$ cat src/wake_map.vh
// register offsets, field positions and reset values of the wake-up unit
`ifndef WAKE_MAP_VH
`define WAKE_MAP_VH
`define WAKE_CONTROL_IDX 8'hf9
`define WAKE_MASK_HIGH_IDX 8'hfa
`define WAKE_MASK_LOW_IDX 8'hfb
`define WAKE_POLARITY_HIGH_IDX 8'hfc
`define WAKE_POLARITY_LOW_IDX 8'hfd
`define WAKE_PENDING_HIGH_IDX 8'hfe
`define WAKE_PENDING_LOW_IDX 8'hff
`define WAKE_STATUS_IDX 8'hf8
`define CTRL_WAKE_MODE_BIT 0
`define CTRL_SOURCE_SEL_BIT 1
`define CTRL_STOP_BIT 2
`define REG_RESET 8'h00
`define PULSE_GAP_CYCLES 1
`endif

$ cat src/line_sync.v
// two-flop synchroniser for a group of asynchronous input lines
`timescale 1ns/1ps
module line_sync #(
    parameter WIDTH = 17
)
(
    input wire clk_i,
    input wire rst_i,
    input wire [WIDTH-1:0] async_i,
    output wire [WIDTH-1:0] sync_o
);
    reg [WIDTH-1:0] meta_reg;
    reg [WIDTH-1:0] sync_reg;

    always @(posedge clk_i)
    begin
        if (rst_i)
        begin
            meta_reg <= {WIDTH{1'b0}};
            sync_reg <= {WIDTH{1'b0}};
        end
        else
        begin
            meta_reg <= async_i;
            sync_reg <= meta_reg;
        end
    end

    assign sync_o = sync_reg;
endmodule

$ cat src/wakeup_line_interrupt_unit.v
// wake-up line interrupt unit with guarded stop request, AHB-Lite slave
`timescale 1ns/1ps
`include "wake_map.vh"

// Functional notes
// - stop needs writes of 1, 0, 1 to the stop bit, three in a row.
// - accept stop only with NMI low, wake mode, no unmasked pending, a mask.
// - valid sequence sets stop bit and raises stop request to clock unit.
// - any other register write during the sequence cancels it.
// - wake-up from an unmasked line in stop mode clears stop bit.
// - NMI rising edge ending stop leaves the stop bit set.
// - stop bit reads 1 after first write and after a successful third.
// - correct sequence with NMI high: bit reads 1, no stop request.
// - stop request is ORed with the active-low external stop pin.
// - source select must be 1 for lines to drive the shared channel.
// - wake mode select: 0 interrupt sources only, 1 wake-up sources.
// - mask and pending with source select raise interrupt; wake if mode 1.
// - a masked line never produces a wake-up event.
// - polarity bit 0 picks falling edge, 1 picks rising edge.
// - clearing one pending bit with another left gives a fresh rising edge.
// - edges set pending; software clears it or writes 1 to set it.
// - an edge during a write to its own half of the polarity register does not set pending.
// - NMI rising edge also ends stop mode, like a seventeenth line.
module wakeup_line_interrupt_unit #(
    parameter LINES = 16
)
(
    input wire CLK_I,
    input wire SYS_RST_I,
    input wire HSEL_I,
    input wire [31:0] HADDR_I,
    input wire [1:0] HTRANS_I,
    input wire HWRITE_I,
    input wire [2:0] HSIZE_I,
    input wire [31:0] HWDATA_I,
    input wire HREADY_I,
    output wire [31:0] HRDATA_O,
    output wire HREADYOUT_O,
    output wire HRESP_O,
    input wire [LINES-1:0] WAKE_LINES_I,
    input wire NMI_I,
    input wire EXT_STOP_N_I,
    input wire IN_STOP_I,
    output wire SHARED_IRQ_O,
    output wire WAKE_EVENT_O,
    output wire STOP_REQ_O
);
    localparam SEQ_IDLE = 2'd0;
    localparam SEQ_ONE = 2'd1;
    localparam SEQ_ZERO = 2'd2;

    wire [LINES+2:0] sync_w;
    wire [LINES-1:0] line_w;
    wire nmi_w;
    wire ext_stop_n_w;
    wire in_stop_w;

    reg [LINES-1:0] line_prev_reg;
    reg nmi_prev_reg;
    reg [7:0] ctrl_reg;
    reg [LINES-1:0] mask_reg;
    reg [LINES-1:0] pol_reg;
    reg [LINES-1:0] pend_reg;
    reg [LINES-1:0] pend_next;
    reg [1:0] seq_reg;
    reg stop_req_reg;
    reg exited_nmi_reg;
    reg irq_reg;
    reg gap_reg;
    reg wake_reg;
    reg [31:0] rdata_reg;

    reg wr_pend_reg;
    reg [7:0] wr_addr_reg;
    reg [7:0] wd;
    wire [LINES-1:0] edge_w;
    wire take;
    wire wr_now;
    wire [LINES-1:0] active_w;
    wire any_active;
    wire nmi_rise;
    wire stop_ok;
    wire stop_bit_wr;

    line_sync #(
        .WIDTH(LINES + 3)
    )
    u_sync (
        .clk_i(CLK_I),
        .rst_i(SYS_RST_I),
        .async_i({IN_STOP_I, EXT_STOP_N_I, NMI_I, WAKE_LINES_I}),
        .sync_o(sync_w)
    );

    assign line_w = sync_w[LINES-1:0];
    assign nmi_w = sync_w[LINES];
    assign ext_stop_n_w = sync_w[LINES+1];
    assign in_stop_w = sync_w[LINES+2];

    // address phase capture, data phase write
    assign take = HSEL_I && HREADY_I && HTRANS_I[1];
    assign wr_now = wr_pend_reg;
    assign HREADYOUT_O = 1'b1;
    assign HRESP_O = 1'b0;
    assign HRDATA_O = rdata_reg;

    always @(posedge CLK_I)
    begin
        if (SYS_RST_I)
        begin
            wr_pend_reg <= 1'b0;
            wr_addr_reg <= 8'h00;
        end
        else
        begin
            wr_pend_reg <= take && HWRITE_I && (HADDR_I[31:10] == 22'h000000);
            wr_addr_reg <= HADDR_I[9:2];
        end
    end

    always @*
    begin
        wd = HWDATA_I[7:0];
    end

    assign active_w = mask_reg & pend_reg;
    assign any_active = |active_w;
    assign nmi_rise = nmi_w && !nmi_prev_reg;
    assign stop_ok = !nmi_w && ctrl_reg[`CTRL_WAKE_MODE_BIT] && !any_active &&
        (|mask_reg);
    assign stop_bit_wr = wr_now && (wr_addr_reg == `WAKE_CONTROL_IDX);

    // edge detection per line, polarity chosen per bit
    genvar g;
    generate
        for (g = 0; g < LINES; g = g + 1)
        begin : g_edge
            assign edge_w[g] = pol_reg[g] ?
                (line_w[g] && !line_prev_reg[g]) :
                (!line_w[g] && line_prev_reg[g]);
        end
    endgenerate

    always @*
    begin
        pend_next = pend_reg;
        if (wr_now && wr_addr_reg == `WAKE_PENDING_HIGH_IDX)
            pend_next[15:8] = wd;
        if (wr_now && wr_addr_reg == `WAKE_PENDING_LOW_IDX)
            pend_next[7:0] = wd;
        // hardware set wins over clear, except under a polarity write to the same half
        if (!(wr_now && wr_addr_reg == `WAKE_POLARITY_HIGH_IDX))
            pend_next[15:8] = pend_next[15:8] | edge_w[15:8];
        if (!(wr_now && wr_addr_reg == `WAKE_POLARITY_LOW_IDX))
            pend_next[7:0] = pend_next[7:0] | edge_w[7:0];
    end

    always @(posedge CLK_I)
    begin
        if (SYS_RST_I)
        begin
            line_prev_reg <= {LINES{1'b0}};
            nmi_prev_reg <= 1'b0;
            ctrl_reg <= `REG_RESET;
            mask_reg <= {LINES{1'b0}};
            pol_reg <= {LINES{1'b0}};
            pend_reg <= {LINES{1'b0}};
        end
        else
        begin
            line_prev_reg <= line_w;
            nmi_prev_reg <= nmi_w;
            pend_reg <= pend_next;
            if (wr_now)
            begin
                case (wr_addr_reg)
                    `WAKE_CONTROL_IDX:
                        ctrl_reg[1:0] <= wd[1:0];
                    `WAKE_MASK_HIGH_IDX:
                        mask_reg[15:8] <= wd;
                    `WAKE_MASK_LOW_IDX:
                        mask_reg[7:0] <= wd;
                    `WAKE_POLARITY_HIGH_IDX:
                        pol_reg[15:8] <= wd;
                    `WAKE_POLARITY_LOW_IDX:
                        pol_reg[7:0] <= wd;
                    default:
                        ctrl_reg[1:0] <= ctrl_reg[1:0];
                endcase
            end
            // stop bit handling
            if (stop_bit_wr)
            begin
                case (seq_reg)
                    SEQ_IDLE:
                        ctrl_reg[`CTRL_STOP_BIT] <= wd[`CTRL_STOP_BIT];
                    SEQ_ONE:
                        ctrl_reg[`CTRL_STOP_BIT] <= wd[`CTRL_STOP_BIT];
                    SEQ_ZERO:
                        ctrl_reg[`CTRL_STOP_BIT] <= wd[`CTRL_STOP_BIT] &&
                            (stop_ok || nmi_w);
                    default:
                        ctrl_reg[`CTRL_STOP_BIT] <= 1'b0;
                endcase
            end
            else if (wr_now && seq_reg != SEQ_IDLE)
                ctrl_reg[`CTRL_STOP_BIT] <= 1'b0;
            else if (in_stop_w && any_active && !exited_nmi_reg)
                ctrl_reg[`CTRL_STOP_BIT] <= 1'b0;
        end
    end

    // stop sequence tracker
    always @(posedge CLK_I)
    begin
        if (SYS_RST_I)
        begin
            seq_reg <= SEQ_IDLE;
            stop_req_reg <= 1'b0;
            exited_nmi_reg <= 1'b0;
        end
        else
        begin
            if (stop_bit_wr)
            begin
                case (seq_reg)
                    SEQ_IDLE:
                        seq_reg <= wd[`CTRL_STOP_BIT] ? SEQ_ONE : SEQ_IDLE;
                    SEQ_ONE:
                        seq_reg <= wd[`CTRL_STOP_BIT] ? SEQ_ONE : SEQ_ZERO;
                    SEQ_ZERO:
                    begin
                        seq_reg <= SEQ_IDLE;
                        stop_req_reg <= wd[`CTRL_STOP_BIT] && stop_ok;
                        exited_nmi_reg <= 1'b0;
                    end
                    default:
                        seq_reg <= SEQ_IDLE;
                endcase
            end
            else if (wr_now)
            begin
                seq_reg <= SEQ_IDLE;
                stop_req_reg <= 1'b0;
            end
            else if (stop_req_reg && (any_active || nmi_rise))
            begin
                stop_req_reg <= 1'b0;
                exited_nmi_reg <= nmi_rise && !any_active;
            end
        end
    end

    // shared interrupt with forced low gap after a pending clear
    always @(posedge CLK_I)
    begin
        if (SYS_RST_I)
        begin
            irq_reg <= 1'b0;
            gap_reg <= 1'b0;
            wake_reg <= 1'b0;
        end
        else
        begin
            gap_reg <= wr_now && ((wr_addr_reg == `WAKE_PENDING_HIGH_IDX) ||
                (wr_addr_reg == `WAKE_PENDING_LOW_IDX)) &&
                ((pend_reg & ~pend_next) != {LINES{1'b0}});
            irq_reg <= ctrl_reg[`CTRL_SOURCE_SEL_BIT] && any_active && !gap_reg &&
                !(wr_now && ((wr_addr_reg == `WAKE_PENDING_HIGH_IDX) ||
                (wr_addr_reg == `WAKE_PENDING_LOW_IDX)) &&
                ((pend_reg & ~pend_next) != {LINES{1'b0}}));
            wake_reg <= ctrl_reg[`CTRL_WAKE_MODE_BIT] && any_active;
        end
    end

    assign SHARED_IRQ_O = irq_reg;
    assign WAKE_EVENT_O = wake_reg;
    assign STOP_REQ_O = stop_req_reg || !ext_stop_n_w;

    // read data in data phase
    always @(posedge CLK_I)
    begin
        if (SYS_RST_I)
            rdata_reg <= 32'h00000000;
        else if (take && !HWRITE_I)
        begin
            case (HADDR_I[9:2])
                `WAKE_CONTROL_IDX:
                    rdata_reg <= {24'h000000, 5'h00, ctrl_reg[2:0]};
                `WAKE_MASK_HIGH_IDX:
                    rdata_reg <= {24'h000000, mask_reg[15:8]};
                `WAKE_MASK_LOW_IDX:
                    rdata_reg <= {24'h000000, mask_reg[7:0]};
                `WAKE_POLARITY_HIGH_IDX:
                    rdata_reg <= {24'h000000, pol_reg[15:8]};
                `WAKE_POLARITY_LOW_IDX:
                    rdata_reg <= {24'h000000, pol_reg[7:0]};
                `WAKE_PENDING_HIGH_IDX:
                    rdata_reg <= {24'h000000, pend_reg[15:8]};
                `WAKE_PENDING_LOW_IDX:
                    rdata_reg <= {24'h000000, pend_reg[7:0]};
                `WAKE_STATUS_IDX:
                    rdata_reg <= {29'h00000000, exited_nmi_reg, nmi_w,
                        stop_req_reg};
                default:
                    rdata_reg <= 32'h00000000;
            endcase
        end
    end
endmodule

$ cat config.mk
export PLATFORM = sky130hd
export DESIGN_NAME = wakeup_line_interrupt_unit
export DESIGN_NICKNAME = d
export VERILOG_FILES = /design/src/line_sync.v /design/src/wakeup_line_interrupt_unit.v
export VERILOG_INCLUDE_DIRS = /design/src
export SDC_FILE = /design/constraint.sdc
export NUM_CORES = 1
export LEC_CHECK = 0
export ABC_AREA = 1
export BUFFER_PORTS_ARGS = -buffer_cell sky130_fd_sc_hd__buf_2
export CAP_MARGIN = 20
export CORE_AREA = 4 4 124 174
export CTS_CLUSTER_DIAMETER = 30
export DETAILED_ROUTE_END_ITERATION = 16
export DIE_AREA = 0 0 128 178
export MAX_ROUTING_LAYER = met4
export PLACE_DENSITY = 0.52
export SLEW_MARGIN = 5
export SYNTH_ARGS = -nofsm -noshare
export SYNTH_HDL_FRONTEND = slang
export SYNTH_SLANG_ARGS = --single-unit
$ cat constraint.sdc
create_clock -name CLK_I -period 1.7 [get_ports CLK_I]
set_input_delay 0.085 -clock CLK_I [delete_from_list [all_inputs] [get_ports CLK_I]]
set_output_delay 0.085 -clock CLK_I [all_outputs]
set_load 0.05 [all_outputs]
After elaboration in Yosys (flattened, before gate mapping)
Index checks and enable logic that the tools add are counted.
- register bits: 154
- latch bits: 0
- bits in writable memories: 0
- bits in read-only memories: 0
- bits of input ports: 93
- output and inout bits: 37
- memories: 0
- add/subtract/negate cells: 0
- $mul: 0
- div/mod/pow operators: 0
- order comparisons: 0
- equal/unequal tests: 19
- shift-type cells: 0
- muxes and demuxes: 38
- bitwise operators: 5
- reductions and logical operators: 121
- operator list (cell ; number):
    $eq 8x8->1 const B ; 15
    $pmux 8 s8 ; 1
    $logic_and 1x1->1 ; 59
    $logic_not 1->1 ; 40
    $and 16x16->16 ; 2
    $mux 8 ; 4
    $reduce_or 16->1 ; 2
    $mux 1 ; 28
    $logic_not 22->1 ; 1
    $not 16->16 ; 1
    $or 8x8->8 ; 2
    $reduce_bool 16->1 ; 1
    $reduce_and 2->1 ; 6
    $mux 2 ; 3
    $reduce_bool 2->1 ; 3
    $reduce_bool 3->1 ; 2
    $logic_or 1x1->1 ; 4
    $ne 2x1->1 const B ; 2
    $pmux 2 s2 ; 1
    $reduce_and 3->1 ; 1
    $eq 2x1->1 const B ; 1
    $eq 2x2->1 const B ; 1
    $logic_not 2->1 ; 1
    $pmux 1 s2 ; 1
    $reduce_or 2->1 ; 1

Longest topological paths before layout
Gate-level depths: netlist (run 1).
- depth in word-level cells: 11
- gate-level depth with buffers: 12
- gate-level depth less buffers: 12

Modules after synthesis
Synthesis (run 1) repeated with hierarchy kept, for this count alone.
- cell total of the unflattened synthesis: 848
- area total of the unflattened synthesis: 5915.7 um2
- by module, submodules not included (module ; times used ; cells an instance ; area an instance (um2) ; seq. area each (um2)):
    wakeup_line_interrupt_unit ; 1 ; 730 ; 4830.9 ; 1841.8
    line_sync ; 1 ; 118 ; 1084.8 ; 760.7

Worst setup path before layout (run 1)
No wires, ideal clock.
- path kind: reg2reg
- start point: reg wr_addr_reg[5]
- end point: reg mask_reg[14]
- library setup time: 0.119 ns
- arrival time: 1.315 ns
- required time: 1.581 ns
- path slack: 0.266 ns
- cell stages (with the launch flop): 9
- cells stage by stage: dfxtp_1 -> nand2_1 -> nor2_8 -> nand2_1 -> or2_1 -> buf_2 -> buf_6 -> o21ai_0 -> a21oi_1
- word-level cells in the longest chain between the ends: 2
- RTL lines (element ; RTL line ; RTL):
    start: declaration ; wakeup_line_interrupt_unit.v:74 ; reg [7:0] wr_addr_reg;
    start signal: assignment ; wakeup_line_interrupt_unit.v:117 ; wr_addr_reg <= HADDR_I[9:2];
    $eq 8x8->1 ; wakeup_line_interrupt_unit.v:176 ; case (wr_addr_reg)
    $reduce_and 2->1 (no source line) ; n/a ;
    end signal: assignment ; wakeup_line_interrupt_unit.v:165 ; mask_reg <= {LINES{1'b0}};
    end signal: assignment ; wakeup_line_interrupt_unit.v:180 ; mask_reg[15:8] <= wd;
    end: declaration ; wakeup_line_interrupt_unit.v:61 ; reg [LINES-1:0] mask_reg;
No other way between the ends.
A chain may end at the register's enable or synchronous reset.

Worst setup path in the final report (run 1)
- start point: reg wr_addr_reg[2]
- end point: reg gap_reg
- word-level cells in the longest chain between the ends: 9
- elaborated cells on any way between the ends: 20
- RTL lines (element ; RTL line ; RTL):
    $eq 8x8->1 (no source line) ; n/a ;
    $logic_and 1x1->1 (no source line) ; n/a ;
    $mux 8 (on tied branches) ; wakeup_line_interrupt_unit.v:149, wakeup_line_interrupt_unit.v:147 ;
    $or 8x8->8 (on tied branches) ; wakeup_line_interrupt_unit.v:155, wakeup_line_interrupt_unit.v:153 ;
    $mux 8 (on tied branches) ; wakeup_line_interrupt_unit.v:154, wakeup_line_interrupt_unit.v:152 ;
    $not 16->16 ; wakeup_line_interrupt_unit.v:267 ; ((pend_reg & ~pend_next) != {LINES{1'b0}});
    $and 16x16->16 ; wakeup_line_interrupt_unit.v:267 ;
    $reduce_bool 16->1 ; wakeup_line_interrupt_unit.v:267 ;
    $logic_and 1x1->1 * ; wakeup_line_interrupt_unit.v:265 ; gap_reg <= wr_now && ((wr_addr_reg == `WAKE_PENDING_HIGH_IDX) ||
    end signal: assignment ; wakeup_line_interrupt_unit.v:265 ;
    end: declaration ; wakeup_line_interrupt_unit.v:69 ; reg gap_reg;
Mark *: on every way between the ends. The rest lies on a longest branch, timed or not.

==> impl_results.md, run 1 <==
* Mean Syn Cell Area at roughly 7.0 sq um
* Drt total wl at 15.9 mm
* Hpwl dp at approximately 12 mm
* Multi-input gate area at ~2500 sq um
* Hold violation count in the final report at 0
* Clk Latency, worst-skew pair at around 410 ps
* FF-to-FF Start: wr_addr_reg[2]
* Status: finished, final reports clean
* Die Height at between 150 and 200 um
* Setup TNS at 0 ps
* Final worst-path setup slack at 64.5 ps
* Clock tree sinks at 130
* Clock tree root driver cell: clkbuf_16
* Drt drc at 0
* RSZ-0062 raised after global routing: true
* I/O Buffers at 73
* Syn. warnings at 0
* Final period util at 96.2%
* Hold Path Class: in2reg
* Post-layout util at 38.7%
* Hold Startpoint: SYS_RST_I
* Synthesized cell area at 5920 sq um
* Synth Register Bits at 130
* Leakage at around 3.6 nW
* Number of global-route vias before repair at slightly above 5000
* Core Box Area at 19800 sq um
* Fin crit period at 1640 ps
* Sequential area share after synthesis at 43.9%
* Largest net degree at the start of global routing at 38
* Area growth from synthesis to layout at 29.7%
* Global Route Usage Sum at about 15%
* Fraction of layout cells with a size suffix above 1 at about 16%
* Max-slew violation count at 0
* First-pass GRT wire length at 25.6 mm
* Die area at 22800 sq um
* Max-cap violations at 0
* Critical path origin: wr_addr_reg[2]
* CTS tree: done
* Clock buffer count from CTS at 17
* CP Data Required Time at 2050 ps
* Worst Skew at 14.3 ps
* Sequential cell area at 2600 sq um
* Gpl congestion at 0.890
* Via count at 5306
* Cell variety after synth at 34
* Post-placement setup slack at 82.1 ps
* Clock Pin Slew Worst Setup and Hold Paths at 60 ps
* Iter 0 DRT Violations at about 250
* Final setup fails at 0
* Worst vdd ir at 0.582 mV
* Io pins at 130
* Critical path peak fanout at 14
* Clk buf depth at 2
* CP Launch Type: flip-flop
* Number of core rows at 61
* Initial antenna violation count at 0
* Antenna Cells at 0
* Crit path DAT at 1980 ps
* Die width at 128 um
* Pwr dens at between 900 and 1000 nW/um^2
* Drt via density at ~4.3
* Starting density of the core at 29.8%
* Per-cell routed wire length at ~13 um
* Crit Path Category: reg2reg
* DR pass1 iterations at 4
* Max Freq at 0.611 GHz
* Critical Path End Type: flip-flop
* Placed cells at 1164
* Final Power at 7.61 mW
* Gr ovfl total at 0
* Post-synthesis cell count at 842
* Layout Cells excl Fill at 1239
* Filler Cell Count at 2100
* Final Net Count at 1067
* H-tree depth at 4
* Antenna viol nets, final at 0
## kinds of logic after synthesis
| kind of cell | after synthesis | share of synthesized area, % |
|---|---|---|
| AO/OA/AOI/OAI | 113 | 11.3 |
| flip-flops | 130 | 43.9 |
| buffers and inverters | 208 | 15.8 |
| AND/OR/NAND/NOR | 389 | 28.9 |
| other | 2 | 0.127 |
## synthesized netlist by cell type, drive strengths merged
master  instances  area [sq um]
nand4          24           150
nor3b           1          12.5
nor4            5          31.3
o211ai         16           120
nor2          145           588
inv           157           589
or2             2          12.5
o21ai          23           119
clkbuf         12          45.0
nor3           10          61.3
nand2         171           664
nand3          30           180
a211oi         16           120
clkinv          1          3.75
conb            2          7.51
buf            38           297
a21oi          43           215
o22ai          14          87.6
o21a            1          7.51
nor4b           1          8.76
dfxtp         130          2600
## through the flow
stage / hold WS, ps / cell area (sq um)
final: 7.64 / 7680
after CTS: 0.927 / 7610
after global routing: 6.65 / 7680
after global placement: 289 / 6570
after floorplan: 192 / 6010
after detailed placement: 290 / 6570
## layer usage
layer | global-route usage [%] | vias to the layer above | part of all wire (%)
met5 | - | - | 0
met4 | 5.62 | 0 | 2.0
met3 | 2.67 | 21 | 3.7
met2 | 25.1 | 105 | 52
met1 | 17.4 | 2333 | 43
li1 | - | 2847 | -
## placed cells by master (no fill, tap or decap), drive strengths merged, types with 5 or more instances in the layout
cell type / count
a211oi: 16
a21oi: 43
buf: 98
clkbuf: 20
clkinv: 8
conb: 26
dfxtp: 130
dlygate4sd3: 41
inv: 157
nand2: 171
nand3: 30
nand4: 24
nor2: 145
nor3: 10
nor4: 5
o211ai: 16
o21ai: 23
o22ai: 14
## repair_timing
| action | 4_1_cts | 5_1_grt |
|---|---|---|
| hold endpoints to repair | 28 | 0 |
| gates resized for setup | 0 | 13 |
| hold buffers | 41 | 0 |
| setup endpoints to repair | 0 | 18 |
| setup buffers | 0 | 2 |
## critical path, stage by stage, from the launching register on
cell,delay [ps]
dfxtp_1,400
nand2_1,140
nor2_4,160
nand3_4,240
nand2_1,190
nand4_1,90
nand2_1,100
nor2_2,60
nand2_1,80
nor2_1,50
nor2_1,70
## area by class of cell
type	count	share of cell area [%]
timing repair buffer	139	13.2
tap	252	4.10
multi-input combinational	528	32.8
clock inverter	12	2.36
clock buffer	20	5.94
inverter	158	7.72
sequential	130	33.9
## power by group
part	total, mW	internal, mW	switching (mW)	leakage, nW
sequential	3.16	3.12	0.0370	1.06
combinational	0.533	0.186	0.347	2.19
clock	3.92	2.54	1.38	0.310
total	7.61	5.85	1.76	3.56
## worst paths after layout
kind | end | slack, ps | depth (start not counted)
hold reg to reg | u_sync.sync_o[9] | 400 | 2
hold / removal | u_sync.sync_o[8] | 8 | 2
setup / recovery | gap_reg | 60 | 10
setup reg to reg | gap_reg | 60 | 10
Power figures use the tool's default switching activity.
==> run 2: changes to the inputs <==
==> constraint.sdc (replaced) <==
create_clock -name CLK_I -period 2.1 [get_ports CLK_I]
set_input_delay 0.105 -clock CLK_I [delete_from_list [all_inputs] [get_ports CLK_I]]
set_output_delay 0.105 -clock CLK_I [all_outputs]
set_load 0.05 [all_outputs]
==> run 2 against run 1 <==
- first-iteration DRC count grew 5.3%
- register-to-register slack gained 240 ps
- utilization shrank 1.4 points
- global-route usage shrank 0.21 points
- clock-buffer cell count is the same
- cell count shrank 1.7%
- critical path type is now in2reg
==> impl_results.md, run 2 (synthesis results as in run 1) <==
* DR pass1 iterations at 4 (unchanged)
* Final Power at 6.02 mW (was 7.61 mW)
* Clock Pin Slew Worst Setup and Hold Paths at 60 ps (about the same)
* Internal Power at 4.60 mW (was 5.85 mW)
* Most frequent cells in the layout: 164 x nand2_1, 156 x inv_1, 139 x nor2_1 (was 163 x nand2_1, 155 x inv_1, 136 x nor2_1)
* Final setup fails at 0 (unchanged)
* Via count at 5276 (was 5306)
* Crit path DAT at 2290 ps (was 1980 ps)
* Layout Cells excl Fill at 1218 (was 1239)
* Max Freq at a little over 0.5 GHz
* I/O Buffers at 73 (unchanged)
* Die Height at 178 um (unchanged)
* Die width at 128 um (unchanged)
* Worst Max-Slew Pin Slew at 574 ps
* Fin crit period at 1940 ps
* Placed cells at 1151 (was 1164)
* Io pins at 130 (unchanged)
* CP Launch Type: primary input (was flip-flop)
* Clock buffer count from CTS at 17 (unchanged)
* Crit Path Category: in2reg (was reg2reg)
* Per-cell routed wire length at 12.9 um (was 12.8 um)
* Clock tree sinks at 130 (unchanged)
* FF-to-FF Start: wr_now (was wr_addr_reg[2])
* Critical path peak fanout at 1 (was 14)
* Clk Latency, worst-skew pair at 430 ps (was 410 ps)
* Largest net degree at the start of global routing at 50 (was 38)
* Worst Skew at 5.63 ps (was 14.3 ps)
* Hpwl dp at 11.4 mm (was 11.7 mm)
* Number of core rows at 61 (unchanged)
* Iter 0 DRT Violations at 260 (was 247)
* Comb power frac at 6.9% (was 7.0%)
* Sequential cell area at 2600 sq um (unchanged)
* Gr ovfl total at 0 (unchanged)
* Pwr dens at 813 nW/um^2 (was 991 nW/um^2)
* Fin Hold WS at 19.7 ps (was 7.64 ps)
* Clock tree root driver cell: clkbuf_16 (unchanged)
* Post-CTS resize count at 0 (unchanged)
* Gpl congestion at 0.914 (was 0.890)
* Final worst-path setup slack at 159 ps (was 64.5 ps)
* Hold Path Cell Cnt at 4 (was 2)
* Starting density of the core at 29.8% (unchanged)
* Filler Cell Count at 2130 (was 2100)
* First-pass GRT wire length at 25.2 mm (was 25.6 mm)
* Antenna viol nets, final at 0 (unchanged)
* Leading cell type in the layout, fill and taps excluded: nand2_1 (unchanged)
* Drt total wl at 15.7 mm (was 15.9 mm)
* Final period util at around 92%
* Hold Startpoint: HWRITE_I (was SYS_RST_I)
* Power share of the clock group at 50.6% (was 51.5%)
* RSZ-0062 raised after global routing: false (was true)
* Initial antenna violation count at 0 (unchanged)
* CP Data Required Time at 2450 ps (was 2050 ps)
* Max-cap violations at 0 (unchanged)
* R2r setup slk at 300 ps (was 60 ps)
* Switching share of power at 23.6% (was 23.2%)
* Flop pwr share at 42.5% (was 41.5%)
* Area growth from synthesis to layout at 25.1% (was 29.7%)
* Post-CTS Setup Inserts at 0 (unchanged)
* Number of global-route vias before repair at 4977 (was 5081)
* Worst vdd ir at 0.447 mV (was 0.582 mV)
* Critical Path End Type: flip-flop (unchanged)
* Status: finished, final reports clean (unchanged)
* Drt drc at 0 (unchanged)
* H-tree depth at 4 (unchanged)
* Core Box Area at 19800 sq um (unchanged)
* Antenna Cells at 0 (unchanged)
* Relative slew slack at approximately 62%
* Drt via density at 4.33 (was 4.28)
* CTS tree: done (unchanged)
* Fraction of layout cells with a size suffix above 1 at 13.9% (was 15.8%)
* Hold Path Class: in2reg (unchanged)
* Sw power at 1.42 mW (was 1.76 mW)
* Global Route Usage Sum at 14.6% (was 14.8%)
* Final Net Count at 1046 (was 1067)
* Max-slew violation count at 0 (unchanged)
* Setup TNS at 0 ps (unchanged)
* Post-placement setup slack at 298 ps (was 82.1 ps)
* Die area at 22800 sq um (unchanged)
* Reg2Reg Depth at 10 (unchanged)
* Hold EP: HRDATA_O[1] (was u_sync.sync_o[8])
* R2R Path End: gap_reg (unchanged)
* Clk buf depth at 2 (unchanged)
* Hold violation count in the final report at 0 (unchanged)
* Leakage at 3.42 nW (was 3.56 nW)
* Multi-input gate area at 2480 sq um (was 2520 sq um)
* Hold_buf cts at 35 (was 41)
[run 2: changes by cell type in the layout (fill, tap and decap cells not counted), sizes merged]
cell	delta
buf	-15
bufinv	-1
clkinv	-1
clkinvlp	+2
dlygate4sd3	-6
[run 2: stage by stage]
stage | utilization [%] | cell area [sq um]
2_1_floorplan | - | 6010
3_3_place_gp | 32.5 | 6440
3_5_place_dp | 32.5 | 6440
4_1_cts | 37.3 | 7410
5_1_grt | 37.3 | 7410
6_report | 37.3 | 7410
[run 2: final cells by class]
cell class | instances | share of cell area (%)
clock buffer | 20 | 6.17
clock inverter | 12 | 2.13
inverter | 158 | 8.01
multi-input combinational | 528 | 33.4
sequential | 130 | 35.1
tap | 252 | 4.26
timing repair buffer | 118 | 10.9
[run 2: metal layers]
layer	track usage [%]	wire, um	vias up
li1	-	-	2802
met4	5.97	408	0
met1	17.0	6760	2333
met5	-	0	-
met2	24.2	7780	114
met3	3.30	739	27
[run 2: power by group through the flow]
| stage | logic, mW | clock network, mW | registers, mW |
|---|---|---|---|
| after floorplan | 0.289 | 0 | 2.60 |
| after global placement | 0.366 | 0 | 2.61 |
| after detailed placement | 0.369 | 0 | 2.61 |
| after CTS | 0.415 | 3.13 | 2.56 |
| after global routing | 0.458 | 3.23 | 2.57 |
| final | 0.413 | 3.05 | 2.56 |
[run 2: worst max-delay path, cell delays in order]
cell,delay (ps)
dlygate4sd3_1,550
buf_2,120
nor4_1,190
dlygate4sd3_1,590
nand4_1,60
dlygate4sd3_1,570
nor3_1,110
[run 2: worst max-delay path by stage]
stage                   start           end  slack, ps
2_1_floorplan  wr_addr_reg[5]  mask_reg[14]        670
3_3_place_gp           wr_now       gap_reg        350
3_5_place_dp           wr_now       gap_reg        300
4_1_cts           HADDR_I[29]        wr_now        240
5_1_grt           HADDR_I[17]        wr_now         70
6_report          HADDR_I[17]        wr_now        160
